`config.mk`:
```
export PLATFORM = sky130hd
export DESIGN_NAME = bbe_evaluator
export DESIGN_NICKNAME = d
export VERILOG_FILES = /design/src/rtl/bbe_pkg.sv /design/src/rtl/bbe_reset_if.sv /design/src/rtl/bbe_reset_qualifier.sv /design/src/rtl/bbe_evaluator.sv
export SDC_FILE = /design/constraint.sdc
export NUM_CORES = 1
export LEC_CHECK = 0
export BUFFER_PORTS_ARGS = -buffer_cell sky130_fd_sc_hd__buf_2
export CORE_UTILIZATION = 45
export CTS_CLUSTER_DIAMETER = 200
export DETAILED_ROUTE_END_ITERATION = 16
export PLACE_DENSITY = 0.65
export SLEW_MARGIN = 10
export SYNTH_ARGS = -nofsm -noshare
export SYNTH_HDL_FRONTEND = slang
export SYNTH_SLANG_ARGS = --single-unit
export TNS_END_PERCENT = 5
```
`constraint.sdc`:
```
create_clock -name pclk -period 2.83 [get_ports pclk]
set_clock_uncertainty 0.05 [all_clocks]
set_input_delay 0.283 -clock pclk [delete_from_list [all_inputs] [get_ports pclk]]
set_output_delay 0.283 -clock pclk [all_outputs]
set_load 0.02 [all_outputs]
```
`src/rtl/bbe_pkg.sv`:
```
// Shared constants and types for the beam blanking evaluator.
// Assumes a 125 MHz pclk; times are kept in microseconds.
package bbe_pkg;

  // Clock rate and timing figures
  localparam int unsigned CLK_MHZ        = 125;
  localparam int unsigned RESET_MIN_US   = 250000;
  localparam int unsigned RESET_MAX_US   = 2000000;
  localparam int unsigned LAMP_TEST_US   = 1000000;
  localparam int unsigned SCAN_SHOW_US   = 1000000;
  localparam int unsigned FLASH_HALF_US  = 250000;
  localparam int unsigned RESET_MIN_CYC  = RESET_MIN_US * CLK_MHZ;
  localparam int unsigned RESET_MAX_CYC  = RESET_MAX_US * CLK_MHZ;
  localparam int unsigned LAMP_TEST_CYC  = LAMP_TEST_US * CLK_MHZ;
  localparam int unsigned SCAN_SHOW_CYC  = SCAN_SHOW_US * CLK_MHZ;
  localparam int unsigned FLASH_HALF_CYC = FLASH_HALF_US * CLK_MHZ;

  // Screen geometry
  localparam int unsigned NUM_BEAMS       = 16;
  localparam int unsigned NUM_ZONES       = 8;
  localparam int unsigned TEN_BEAM_SYSTEM = 10;

  // Register map (byte addresses)
  localparam logic [7:0] ADDR_CFG    = 8'h00;
  localparam logic [7:0] ADDR_STATUS = 8'h04;
  localparam logic [7:0] ADDR_BLANK  = 8'h08;
  localparam logic [7:0] ADDR_BEAMS  = 8'h0c;

  // Switch register fields
  localparam int unsigned CFG_W      = 7;
  localparam int unsigned CFG_RR1    = 0;
  localparam int unsigned CFG_TL1    = 1;
  localparam int unsigned CFG_RR2    = 2;
  localparam int unsigned CFG_TL2    = 3;
  localparam int unsigned CFG_SC_LSB = 4;
  localparam int unsigned CFG_SC_W   = 2;
  localparam int unsigned CFG_MON    = 6;
  localparam logic [CFG_W-1:0] CFG_RESET = 7'h50;

  // Status register fields
  localparam int unsigned STAT_STATE_LSB = 0;
  localparam int unsigned STAT_OUT       = 3;
  localparam int unsigned STAT_MON       = 4;
  localparam int unsigned STAT_CNT_LSB   = 8;

  // Lockout codes on the display
  localparam logic [7:0] ERR_CODE_GENERAL = 8'h01;
  localparam logic [7:0] ERR_CODE_MONITOR = 8'h02;

  typedef enum logic [2:0] {
    ST_POWERUP = 3'h0,
    ST_SCAN    = 3'h1,
    ST_RUN     = 3'h3,
    ST_LATCHED = 3'h2,
    ST_TEACH   = 3'h6,
    ST_TAUGHT  = 3'h7,
    ST_LOCKOUT = 3'h5
  } bbe_state_type;

  typedef enum logic [2:0] {
    MSG_DARK               = 3'h0,
    MSG_LAMP               = 3'h1,
    MSG_SCAN_CODE          = 3'h2,
    MSG_COUNT              = 3'h3,
    MSG_CHANNEL_ONE        = 3'h4,
    MSG_BLANK_TEACH_ACTIVE = 3'h5,
    MSG_BLANK_TEACH_DONE   = 3'h6,
    MSG_ERROR              = 3'h7
  } bbe_msg_type;

endpackage : bbe_pkg

```
`src/rtl/bbe_reset_if.sv`:
```
// Carrier between the evaluator and its reset switch qualifier.
// Assumes both ends run on the same pclk.
`timescale 1ns/1ps
interface bbe_reset_if;
  logic switch_closed;
  logic reset_valid;
  modport qual (input switch_closed, output reset_valid);
  modport user (output switch_closed, input reset_valid);
endinterface : bbe_reset_if

```
`src/rtl/bbe_reset_qualifier.sv`:
```
// Reset switch qualifier: pulses reset_valid after a closure of
// legal length is released. Assumes a synchronous switch level.
`timescale 1ns/1ps
module bbe_reset_qualifier
  import bbe_pkg::*;
#(
  parameter int unsigned MIN_CYCLES = RESET_MIN_CYC,
  parameter int unsigned MAX_CYCLES = RESET_MAX_CYC
)(
  input  wire logic pclk,
  input  wire logic presetn,
  bbe_reset_if.qual rst
);
  localparam int unsigned CW = $clog2(MAX_CYCLES + 2);
  localparam logic [CW-1:0] HOLD_SAT = CW'(MAX_CYCLES + 1);

  logic [CW-1:0] hold_q;
  logic          closed_q;
  logic          valid_q;

  if (MIN_CYCLES < 1 || MIN_CYCLES > MAX_CYCLES)
  begin : g_bad_window
    $error("reset window bounds out of order");
  end

  // Closure length, saturating so an overlong hold never wraps
  always_ff @(posedge pclk or negedge presetn)
  begin
    if (!presetn)
      hold_q <= '0;
    else if (!rst.switch_closed)
      hold_q <= '0;
    else if (hold_q != HOLD_SAT)
      hold_q <= hold_q + 1'b1;
  end

  // Release edge with the length inside the window
  always_ff @(posedge pclk or negedge presetn)
  begin
    if (!presetn)
    begin
      closed_q <= 1'b0;
      valid_q  <= 1'b0;
    end
    else
    begin
      closed_q <= rst.switch_closed;
      valid_q  <= closed_q && !rst.switch_closed && // RULE11
                  hold_q >= CW'(MIN_CYCLES) && hold_q <= CW'(MAX_CYCLES);
    end
  end

  assign rst.reset_valid = valid_q;
endmodule : bbe_reset_qualifier

```
`src/rtl/bbe_evaluator.sv`:
```
// Beam blanking evaluator: judges beam states, drives the paired
// safety outputs, indicators and display; APB switch/status registers.
// Assumes beam, test, reset and monitor inputs synchronous to pclk.
//
// Operation
// RULE1: Lamp test all indicators, then scan code.
// RULE2: Sync beam lost: zone one red, message.
// RULE3: Zones turn green, count drops as beams clear.
// RULE4: Test open: beams minus one, zones red.
// RULE5: Lockout flashes red status steadily.
// RULE6: Reduced resolution tolerates two adjacent blocked beams.
// RULE7: Reduced resolution run flashes green status.
// RULE8: Blanked regions anywhere except the sync beam.
// RULE9: Outputs on only while blanked beams blocked.
// RULE10: Operator sets teach switch pattern, then reset.
// RULE11: Reset closure between quarter and two seconds.
// RULE12: Teach shows alternating message, count, red status.
// RULE13: Returning switches to normal stores blocked beams.
// RULE14: Blanked beam clearing forces lockout.
// RULE15: After teach show done, flash, await reset.
// RULE16: Teaching with nothing blocked clears blanking.
// RULE17: Monitor wiring mismatch: error, refuse teaching.
// RULE18: Trip mode: red while obstruction persists.
// RULE19: Latch: reset steady while blocked, flashing clear.
// RULE20: Red zones track obstructed beam positions.
// RULE21: Clear run: green status, green zones, reset.
// RULE22: Downstream cascade obstruction shows on status.
// RULE23: Sync beam blocked: other zones dark.
// RULE24: Latch mode outputs on after clear and reset.
// RULE25: Both safety outputs switch together.
`timescale 1ns/1ps
module bbe_evaluator
  import bbe_pkg::*;
#(
  parameter int unsigned NB          = NUM_BEAMS,
  parameter int unsigned NZ          = NUM_ZONES,
  parameter int unsigned LAMP_CYCLES = LAMP_TEST_CYC,
  parameter int unsigned SCAN_CYCLES = SCAN_SHOW_CYC,
  parameter int unsigned FLASH_CYCLES = FLASH_HALF_CYC,
  parameter int unsigned RST_MIN     = RESET_MIN_CYC,
  parameter int unsigned RST_MAX     = RESET_MAX_CYC
)(
  input  wire logic          pclk,
  input  wire logic          presetn,
  input  wire logic          psel,
  input  wire logic          penable,
  input  wire logic          pwrite,
  input  wire logic [7:0]    paddr,
  input  wire logic [31:0]   pwdata,
  output logic      [31:0]   prdata,
  output logic               pready,
  output logic               pslverr,
  input  wire logic [NB-1:0] beam_clear,
  input  wire logic          test_input_open,
  input  wire logic          reset_switch,
  input  wire logic          contact_monitor_wired,
  input  wire logic          cascade_blocked,
  output logic      [1:0]    safety_outputs,
  output logic               status_red,
  output logic               status_green,
  output logic               reset_indicator,
  output logic      [NZ-1:0] zone_red,
  output logic      [NZ-1:0] zone_green,
  output bbe_msg_type        display_msg,
  output logic      [7:0]    display_value
);
  localparam int unsigned TW = $clog2(LAMP_CYCLES + SCAN_CYCLES + 2);
  localparam int unsigned FW = $clog2(FLASH_CYCLES + 1);
  localparam logic [NB-1:0] BLANK_KEEP = {{(NB-1){1'b1}}, 1'b0};

  if (NB < NZ || NB > 32 || FLASH_CYCLES < 1)
  begin : g_bad_geometry
    $error("beam count or flash period not supported");
  end

  // Zones touched by a beam mask; beams split evenly over zones
  function automatic logic [NZ-1:0] zone_hit(input logic [NB-1:0] m);
    logic [NZ-1:0] z;
    z = '0;
    for (int b = 0; b < NB; b++)
    begin
      if (m[b]) z[(b * NZ) / NB] = 1'b1;
    end
    return z;
  endfunction : zone_hit

  function automatic logic [7:0] count_ones(input logic [NB-1:0] m);
    logic [7:0] c;
    c = '0;
    for (int b = 0; b < NB; b++)
      c = c + 8'(m[b]);
    return c;
  endfunction : count_ones

  // Three blocked in a row is the first thing the window cannot hide
  function automatic logic three_in_row(input logic [NB-1:0] m);
    logic v;
    v = 1'b0;
    for (int b = 1; b + 2 < NB; b++)
      v = v | (m[b] & m[b+1] & m[b+2]);
    return v;
  endfunction : three_in_row

  // Where a reset or the end of start-up leads
  function automatic bbe_state_type pick_state(
    input logic [CFG_W-1:0] c,
    input logic             err,
    input logic             allow_teach
  );
    logic normal;
    logic teach;
    normal = c[CFG_RR1] == c[CFG_RR2] && c[CFG_TL1] == c[CFG_TL2];
    teach  = c[CFG_RR1] && !c[CFG_TL1] && !c[CFG_RR2] && c[CFG_TL2];
    if (err)
      return ST_LOCKOUT; // RULE17
    else if (teach && allow_teach)
      return ST_TEACH;
    else if (normal)
      return c[CFG_TL1] ? ST_LATCHED : ST_RUN; // RULE24
    else
      return ST_LOCKOUT;
  endfunction : pick_state

  bbe_reset_if rst_bus ();

  bbe_reset_qualifier #(
    .MIN_CYCLES (RST_MIN),
    .MAX_CYCLES (RST_MAX)
  ) u_reset_qual (
    .pclk    (pclk),
    .presetn (presetn),
    .rst     (rst_bus.qual)
  );

  assign rst_bus.switch_closed = reset_switch;

  bbe_state_type   state_q;
  bbe_state_type   state_d;
  logic [CFG_W-1:0] cfg_q;
  logic [NB-1:0]   blank_q;
  logic [TW-1:0]   timer_q;
  logic [FW-1:0]   flash_cnt_q;
  logic            flash_q;
  logic [31:0]     prdata_q;
  logic [NB-1:0]   blocked;
  logic [NB-1:0]   unperm;
  logic            trip;
  logic            blank_viol;
  logic            mon_err;
  logic            cfg_normal;
  logic            run_ok;
  logic            any_blocked;
  logic            apb_wr;
  logic            apb_mapped;

  // Beam judgement; an open test input reads as every beam blocked
  always_comb
  begin
    blocked     = test_input_open ? '1 : ~beam_clear;
    unperm      = blocked & ~blank_q;
    any_blocked = |blocked;
    trip = blocked[0] || cascade_blocked || // RULE22
           (cfg_q[CFG_RR1] ? three_in_row(unperm) : |unperm); // RULE6
    blank_viol = |(blank_q & ~blocked); // RULE9
    mon_err    = contact_monitor_wired != cfg_q[CFG_MON]; // RULE17
    cfg_normal = cfg_q[CFG_RR1] == cfg_q[CFG_RR2] &&
                 cfg_q[CFG_TL1] == cfg_q[CFG_TL2];
    run_ok     = state_q == ST_RUN && !trip && !blank_viol &&
                 !mon_err && cfg_normal;
  end

  // Mode sequencing
  always_comb
  begin
    state_d = state_q;
    unique case (state_q)
      ST_POWERUP:
        if (timer_q >= TW'(LAMP_CYCLES)) state_d = ST_SCAN; // RULE1
      ST_SCAN:
        if (timer_q >= TW'(SCAN_CYCLES))
          state_d = pick_state(cfg_q, mon_err, 1'b1);
      ST_RUN:
        if (mon_err || blank_viol || !cfg_normal)
          state_d = ST_LOCKOUT; // RULE14
        else if (trip && cfg_q[CFG_TL1])
          state_d = ST_LATCHED;
      ST_LATCHED:
        if (mon_err || blank_viol || !cfg_normal)
          state_d = ST_LOCKOUT;
        else if (rst_bus.reset_valid && !trip)
          state_d = ST_RUN; // RULE24
      ST_TEACH:
        if (mon_err)
          state_d = ST_LOCKOUT; // RULE17
        else if (cfg_normal)
          state_d = ST_TAUGHT;
      ST_TAUGHT:
        if (rst_bus.reset_valid)
          state_d = pick_state(cfg_q, mon_err, 1'b0); // RULE15
      ST_LOCKOUT:
        if (rst_bus.reset_valid)
          state_d = pick_state(cfg_q, mon_err, 1'b1);
      default:
        state_d = ST_LOCKOUT;
    endcase
  end

  // State and start-up timer
  always_ff @(posedge pclk or negedge presetn)
  begin
    if (!presetn)
    begin
      state_q <= ST_POWERUP;
      timer_q <= '0;
    end
    else
    begin
      state_q <= state_d;
      timer_q <= (state_d != state_q) ? '0 : timer_q + 1'b1;
    end
  end

  // Teach capture; the sync beam is never stored
  always_ff @(posedge pclk or negedge presetn)
  begin
    if (!presetn)
      blank_q <= '0;
    else if (state_q == ST_TEACH && state_d == ST_TAUGHT)
      blank_q <= blocked & BLANK_KEEP; // RULE13 RULE8 RULE16
  end

  // Free-running flash beat shared by every blinking indicator
  always_ff @(posedge pclk or negedge presetn)
  begin
    if (!presetn)
    begin
      flash_cnt_q <= '0;
      flash_q     <= 1'b0;
    end
    else if (flash_cnt_q >= FW'(FLASH_CYCLES - 1))
    begin
      flash_cnt_q <= '0;
      flash_q     <= !flash_q;
    end
    else
      flash_cnt_q <= flash_cnt_q + 1'b1;
  end

  // Paired outputs from one decision so they cannot disagree
  always_ff @(posedge pclk or negedge presetn)
  begin
    if (!presetn)
      safety_outputs <= 2'b00;
    else
      safety_outputs <= {2{run_ok}}; // RULE25 RULE9
  end

  // Indicators and display, registered to keep them glitch free
  always_ff @(posedge pclk or negedge presetn)
  begin
    if (!presetn)
    begin
      status_red      <= 1'b0;
      status_green    <= 1'b0;
      reset_indicator <= 1'b0;
      zone_red        <= '0;
      zone_green      <= '0;
      display_msg     <= MSG_DARK;
      display_value   <= '0;
    end
    else
    begin
      // Live zone view shared by run, latch and teach
      display_msg   <= MSG_COUNT;
      display_value <= count_ones(blocked); // RULE3
      if (test_input_open)
      begin
        display_value <= 8'(NB - 1); // RULE4
        zone_red      <= '1;
        zone_green    <= '0;
        if (NB == TEN_BEAM_SYSTEM)
        begin
          zone_red[0]   <= 1'b0;
          zone_green[0] <= 1'b1;
        end
      end
      else if (blocked[0])
      begin
        zone_red    <= NZ'(1); // RULE23 RULE2
        zone_green  <= '0;
        display_msg <= MSG_CHANNEL_ONE;
      end
      else
      begin
        zone_red   <= zone_hit(blocked); // RULE20
        zone_green <= ~zone_hit(blocked);
      end
      status_red      <= 1'b1;
      status_green    <= 1'b0;
      reset_indicator <= 1'b1;
      unique case (state_q)
        ST_POWERUP:
        begin
          status_red      <= flash_q; // RULE1
          status_green    <= flash_q;
          reset_indicator <= flash_q;
          zone_red        <= {NZ{flash_q}};
          zone_green      <= {NZ{flash_q}};
          display_msg     <= MSG_LAMP;
          display_value   <= '1;
        end
        ST_SCAN:
        begin
          status_red      <= 1'b0;
          reset_indicator <= 1'b0;
          zone_red        <= '0;
          zone_green      <= '0;
          display_msg     <= MSG_SCAN_CODE;
          display_value   <= 8'(cfg_q[CFG_SC_LSB +: CFG_SC_W]);
        end
        ST_RUN:
          if (!trip)
          begin
            status_red   <= 1'b0; // RULE18
            status_green <= cfg_q[CFG_RR1] ? flash_q : 1'b1; // RULE7 RULE21
          end
        ST_LATCHED:
          reset_indicator <= any_blocked ? 1'b1 : flash_q; // RULE19
        ST_TEACH:
        begin
          reset_indicator <= 1'b0; // RULE12
          if (flash_q)
            display_msg <= MSG_BLANK_TEACH_ACTIVE;
        end
        ST_TAUGHT:
        begin
          status_red      <= flash_q; // RULE15
          reset_indicator <= flash_q;
          zone_red        <= zone_hit(blank_q) & {NZ{flash_q}};
          zone_green      <= '0;
          display_msg     <= MSG_BLANK_TEACH_DONE;
          display_value   <= '0;
        end
        ST_LOCKOUT:
        begin
          status_red      <= flash_q; // RULE5
          reset_indicator <= 1'b0;
          zone_red        <= '0;
          zone_green      <= '0;
          display_msg     <= MSG_ERROR;
          display_value   <= mon_err ? ERR_CODE_MONITOR : ERR_CODE_GENERAL;
        end
        default:
          status_red <= 1'b1;
      endcase
    end
  end

  // APB: zero wait states, read data captured in the setup cycle
  assign apb_wr     = psel && penable && pwrite;
  assign apb_mapped = paddr == ADDR_CFG || paddr == ADDR_STATUS ||
                      paddr == ADDR_BLANK || paddr == ADDR_BEAMS;
  assign pready     = 1'b1;
  assign pslverr    = psel && penable && !apb_mapped;
  assign prdata     = prdata_q;

  // Switch register; it steers the whole evaluator
  always_ff @(posedge pclk or negedge presetn)
  begin
    if (!presetn)
      cfg_q <= CFG_RESET;
    else if (apb_wr && paddr == ADDR_CFG)
      cfg_q <= pwdata[CFG_W-1:0];
  end

  always_ff @(posedge pclk or negedge presetn)
  begin
    if (!presetn)
      prdata_q <= '0;
    else if (psel && !penable)
    begin
      prdata_q <= '0;
      unique case (paddr)
        ADDR_CFG:    prdata_q[CFG_W-1:0] <= cfg_q;
        ADDR_STATUS:
        begin
          prdata_q[STAT_STATE_LSB +: 3] <= state_q;
          prdata_q[STAT_OUT]            <= safety_outputs[0];
          prdata_q[STAT_MON]            <= mon_err;
          prdata_q[STAT_CNT_LSB +: 8]   <= count_ones(blocked);
        end
        ADDR_BLANK:  prdata_q[NB-1:0] <= blank_q;
        ADDR_BEAMS:  prdata_q[NB-1:0] <= blocked;
        default:     prdata_q <= '0;
      endcase
    end
  end
endmodule : bbe_evaluator

```
; ---- After elaboration in Yosys (flattened, before gate mapping)
; Index checks and enable logic that the tools add are counted.
; W data, S select, Z words.
[word_totals]
word_cells = 247
in_bits = 65
n_memories = 0
output_inout_bits = 66
romBits = 0
regBits = 156
mem_bits_rw = 0
latch_bits = 0
[classes]
add_sub_neg = 18
n_lt_le_gt_ge = 4
n_reduce_logical = 46
shift = 0
div = 0
multipliers = 0
bitwise_logic = 45
n_eq_ne = 16
n_mux = 100
[ops]
columns = cell, count
row1 = $mux W28, 3
row2 = $add A8 B1 Y8, 8
row3 = $mux W1, 60
row4 = $add A28 B1 Y28 const B, 2
row5 = $mux W3, 17
row6 = $not A16 Y16, 3
row7 = $pmux W8 S3, 2
row8 = $reduce_or A16 Y1, 3
row9 = $mux W8, 5
row10 = $and A16 B16 Y16, 2
row11 = $pmux W8 S4, 1
row12 = $ge A28 B25 Y1 const B, 1
row13 = $ge A28 B27 Y1 const B, 1
row14 = $le A28 B28 Y1 const B, 1
row15 = $ne A28 B28 Y1 const B, 1
row16 = $and A1 B1 Y1, 26
row17 = $add A25 B1 Y25 const B, 1
row18 = $ge A25 B25 Y1 const B, 1
row19 = $mux W25, 1
row20 = $pmux W3 S7, 1
row21 = $pmux W5 S4, 1
row22 = $logic_and A1 B1 Y1, 19
row23 = $eq A8 B4 Y1 const B, 2
row24 = $mux W16, 1
row25 = other kinds (30), 66

; ---- Longest topological paths before layout
[logic_depth]
word_depth = 26
ltp_mapped = 19
depth_no_buf = 16

; ---- Hierarchy
; From an unflattened synthesis, not the netlist that was laid out.
[unflattened]
hier_cells = 977
hier_area_um2 = 9003.6
[by_module_without_submodules]
columns = mod, seq_area_each_um2, area_per_inst_um2, cells_each, instances
row1 = bbe_evaluator, 3105.5, 7189.4, 776, 1
row2 = bbe_reset_qualifier, 750.7, 1814.2, 201, 1

; ---- Worst setup path after synthesis
; Ideal clock, no wire load.
[synth_timing]
path_type = in2reg
start = input port test_input_open
end = register prdata_q[12] (netlist: prdata[12])
n_path_buf = 4
t_required_ns = 2.641
setup_time_ns = 0.139
stages = 16
arrival_ns = 4.184
slack_ns = -1.544
cell_sequence = buf_4 -> buf_6 -> clkbuf_1 -> clkbuf_1 -> nand2b_1 -> fa_1 -> fa_1 -> fa_1 -> fa_1 -> ha_1 -> fa_1 -> a21o_1 -> nand2_1 -> o21ai_0 -> a22oi_1 -> o21ai_0
[synth_between]
elab_cells_between_ends = 17
classes_between = add/sub (15) / mux (2)
[synth_lines]
columns = item, line
row1 = from (decl), bbe_evaluator.sv:54  ; input wire logic test_input_open,
row2 = $mux W16, bbe_evaluator.sv:159  ; blocked = test_input_open ? '1 : ~beam_clear;
row3 = net blocked[7], bbe_evaluator.sv:145  ; logic [NB-1:0] blocked;
row4 = $add A7 B1 Y8, bbe_evaluator.sv:91  ; c = c + 8'(m[b]);
row5 = $add A8 B1 Y8 (8 in a row), bbe_evaluator.sv:91
row6 = $pmux W8 S3, bbe_evaluator.sv:383  ; unique case (paddr)
row7 = "to (signal, indexed assignment)", bbe_evaluator.sv:384  ; ADDR_CFG: prdata_q[CFG_W-1:0] <= cfg_q;
row8 = "to (signal, indexed assignment)", bbe_evaluator.sv:387  ; prdata_q[STAT_STATE_LSB +: 3] <= state_q;
row9 = "to (signal, indexed assignment)", bbe_evaluator.sv:388  ; prdata_q[STAT_OUT] <= safety_outputs[0];
row10 = to (decl), bbe_evaluator.sv:144  ; logic [31:0] prdata_q;
; The timed path passes the listed nets, and every way through them passes these cells.
; A chain may end at the register's enable or synchronous reset.

; ---- Final worst setup path
; Ends and elaborated chain as after synthesis.

==> impl.org <==
** Outcome
- Result of the run :: finished with violations
- The final reports fail on setup timing.

** Detailed routing
- The final layout contains routed wiring with a total length of 22900 um.
- Post-route antenna net violation count :: 0
- After the first detailed-routing iteration, the DRC count stood at 476.
- Vias per std cell :: 5.55
- DR vias :: 7386
- DR pass1 iterations :: 7
- After detailed routing, the average wire length per cell comes to 17.2 um.
- In the routed design, unresolved DRC markers number 0.

** Clocking
- Clk buf depth :: 2
- Num Clock Sinks :: 154
- CTS H-tree depth :: 4
- Clock transition at path regs :: 0.06 ns
- The later pin in the worst-skew pair is clocked with a latency of 0.42 ns.
- Clock tree synthesis selected as its root buffer the cell sky130_fd_sc_hd__clkbuf_16.
- Total clock buffers created by CTS :: 17
- TritonCTS built the clock tree.

** Logic synthesis
- Dominant register cell in the synthesized netlist :: sky130_fd_sc_hd__dfrtp_1
- Yosys mapped a number of flops with a built-in enable equal to 0.
- Of all flip-flops after synthesis, the portion carrying an async set or reset was 100%.
- Share of synthesized area occupied by flip-flops and latches :: 42.3%
- In this run the cell area of the synthesized design comes to 0.00913 mm^2.
- Flops & latches, synth :: 154
- By area the synthesized netlist is led by sky130_fd_sc_hd__dfrtp_1 42%, sky130_fd_sc_hd__xor2_1 4.6%, sky130_fd_sc_hd__nand2_1 3.5%, sky130_fd_sc_hd__nor2_1 3.2%, sky130_fd_sc_hd__xnor2_1 2.9%.
- Yosys Warn Count :: 0
- The average instance in the mapped netlist occupies 9.91 um^2.
- Synthesis produced a netlist whose cell count is 921.
- Number of distinct library cells after synthesis :: 82
- Fraction of synthesized cell area taken by the top area cell type :: 41.7%
- Largest area contributor in the synthesized netlist :: sky130_fd_sc_hd__dfrtp_1

** Place
- Worst Setup Slack post-DPL :: -1.32 ns
- Instance area at placement :: 0.0102 mm^2
- HPWL after DPL :: 16600 um
- Number of buffers added on ports :: 88
- At the end of routability-driven placement, the weighted congestion stood at 0.894.

** Global routing
- Wire length of the first global-routing pass :: 37400 um
- Residual overflow from global routing :: 0
- Vias in the first global route :: 7246
- Pin count of the biggest net entering global routing :: 60
- Initial antenna violation count :: 0
- Aggregate global-route resource usage :: 23.4%

** STA
- Crit path setup slack, layout :: -0.746 ns
- Post-Route Setup TNS :: -5.47 ns
- Slew margin rel. :: 49.0%
- For this run, the top clock speed supported by timing is 280 MHz.
- Setup repair after global routing could not meet its margin everywhere.
- The routed design could run at a clock period as short as 3.58 ns.
- Number of max-slew violations in the final report :: 0
- Actual transition at the worst max-transition pin :: 0.765 ns
- Setup violations remaining at the end of the flow were counted as 10.
- In the finished design, the share of the clock period the worst path needs comes to 126%.
- Final Hold Violating Endpoints :: 0

** Floorplanning
- Starting utilization of the core area :: 46.4%
- Num rows :: 51
- Area of the die :: 0.0209 mm^2
- Number of I/O pins :: 131
- Core box area :: 0.0197 mm^2
- Chip Width :: 144 um
- The die is 144 um tall.

** Power
- Lkg Pwr :: 4.89 nW
- Total power for the finished layout comes to 0.00676 W.
- In this run the power density over the cells is 623 mW/mm^2.
- Across the VDD grid, the largest voltage drop is 0.423 mV.

** Critical path
- Data arrival time of the worst path :: 3.81 ns
- The worst setup path is captured at a flop.
- Critical Setup Path Class :: input port to flop
- Critical Path Start Type :: input port
- Data on the critical path is required at its endpoint by 3.07 ns.
- Along the worst path, the maximum fanout reaches 11.

** Final layout
- At the end of the flow the core is filled with cells to 55.3%.
- Fillcell total :: 1808
- The finished cells cover 0.0109 mm^2.
- Fraction of layout cells with a size suffix above 1 :: 25.5%
- Relative to the synthesized area, the layout overhead comes to 19.0%.
- The library cell used most frequently in the layout, excluding fill and tap cells, is sky130_fd_sc_hd__dfrtp_1.
- In the layout the commonest cells are 152 x sky130_fd_sc_hd__dfrtp_1, 86 x sky130_fd_sc_hd__buf_2, 84 x sky130_fd_sc_hd__nand2_1.
- The number of antenna diodes in the final layout is 0.
- Layout Nets :: 1140

** Worst hold path
- The path class of the tightest hold or removal check is input port to flop.

** Job
- Max-cap violations in this run came to 0.
[final cells by class]
class / count / area (um^2) / share of cell area [%]
multi-input cells: 689 / 4910 / 45.2
flip-flops and latches: 154 / 3860 / 35.5
repair buffers: 157 / 1050 / 9.65
clock buffers: 22 / 474 / 4.37
well taps: 265 / 332 / 3.05
inverters: 34 / 128 / 1.17
clock inverters: 10 / 118 / 1.08
[routing by layer]
layer	vias to the layer above	GRT usage [%]	routed length [um]
met2	253	36.0	10200
met3	49	4.27	1330
met5	-	0	0
met1	3572	32.1	10800
li1	3512	-	-
met4	0	9.92	629
[kinds of logic after synthesis]
kind of cell    Yosys count  synth area share [%]
simple gates            343                  19.4
compound gates          195                  16.3
flops                   154                  42.3
buf+inv                  93                  5.53
xor+xnor                 80                  7.84
mux                      32                  4.80
fa+ha+maj                22                  3.84
other cells               2                0.0823
[critical path, stage by stage]
cell and delay, ns:
sky130_fd_sc_hd__buf_12 0.12, sky130_fd_sc_hd__buf_6 0.12, sky130_fd_sc_hd__nand2b_4 0.14, sky130_fd_sc_hd__fa_1 0.56
sky130_fd_sc_hd__fa_1 0.43, sky130_fd_sc_hd__fa_2 0.55, sky130_fd_sc_hd__fa_1 0.46, sky130_fd_sc_hd__ha_4 0.19
sky130_fd_sc_hd__fa_2 0.35, sky130_fd_sc_hd__a21o_1 0.18, sky130_fd_sc_hd__nand2_2 0.08, sky130_fd_sc_hd__o21ai_1 0.07
sky130_fd_sc_hd__a22oi_1 0.19, sky130_fd_sc_hd__o21ai_1 0.08
[synthesized netlist by cell type, types with 20 or more instances]
cell type and n:
sky130_fd_sc_hd__nor2_1 78, sky130_fd_sc_hd__buf_4 22, sky130_fd_sc_hd__o21ai_0 44, sky130_fd_sc_hd__dfrtp_1 152, sky130_fd_sc_hd__clkbuf_1 20, sky130_fd_sc_hd__xnor2_1 30, sky130_fd_sc_hd__inv_1 34, sky130_fd_sc_hd__xor2_1 48
sky130_fd_sc_hd__nand2_1 85, sky130_fd_sc_hd__and2_1 26, sky130_fd_sc_hd__a211oi_2 20, sky130_fd_sc_hd__a21oi_1 28, sky130_fd_sc_hd__nand3_1 45
[through the flow]
stage / instances / hold WS (ns)
after floorplan: 936 / -0.0626
after global placement: 1298 / 0.254
after detailed placement: 1298 / 0.247
after CTS: 1331 / 0.0620
after global routing: 1331 / 0.0614
final: 1331 / 0.0729
[report_power, final]
part | internal, W | leakage [nW] | switching, W
Combinational | 0.000822 | 2.55 | 0.00117
Clock | 0.00137 | 0.279 | 0.000916
Sequential | 0.00235 | 2.06 | 0.000134
[worst paths after layout]
| path | depth (start not counted) | to | from | slack [ns] |
|---|---|---|---|---|
| worst max-delay path | 14 | prdata[12]$_DFFE_PN0P_ | test_input_open | -0.75 |
| worst min-delay path | 2 | cfg_q[6]$_DFFE_PN1P_ | pwdata[6] | 0.07 |
| worst max register to register | 7 | timer_q[4]$_DFF_PN0_ | blank_q[8]$_DFFE_PN0P_ | 0.20 |
| worst min register to register | 1 | flash_cnt_q[0]$_DFF_PN0_ | flash_cnt_q[0]$_DFF_PN0_ | 0.43 |
| max in group asynchronous | 3 | display_msg[0]$_DFF_PN0_ | presetn | 1.67 |
| min in group asynchronous | 2 | flash_cnt_q[1]$_DFF_PN0_ | presetn | 0.34 |
[state kept, by name (all words and copies together), names as in the netlist, 3 cells and up]
| signal | cells |
|---|---|
| prdata | 16 |
| display_msg | 3 |
| state_q | 3 |
| timer_q | 28 |
| zone_red | 8 |
| zone_green | 8 |
| display_value | 6 |
| flash_cnt_q | 25 |
| cfg_q | 7 |
| u_reset_qual.hold_q | 28 |
| blank_q | 15 |
[repair_timing]
| action | 4_1_cts | 5_1_grt |
|---|---|---|
| pin swaps | 6 | 1 |
| resized for setup | 17 | 7 |
| endpoints found under the setup margin | 10 | 13 |
| hold endpoints to repair | 55 | 0 |
| setup buffers | 0 | 0 |
| hold buffers | 1 | 0 |
Note: power is estimated with default switching activity, not from simulation.
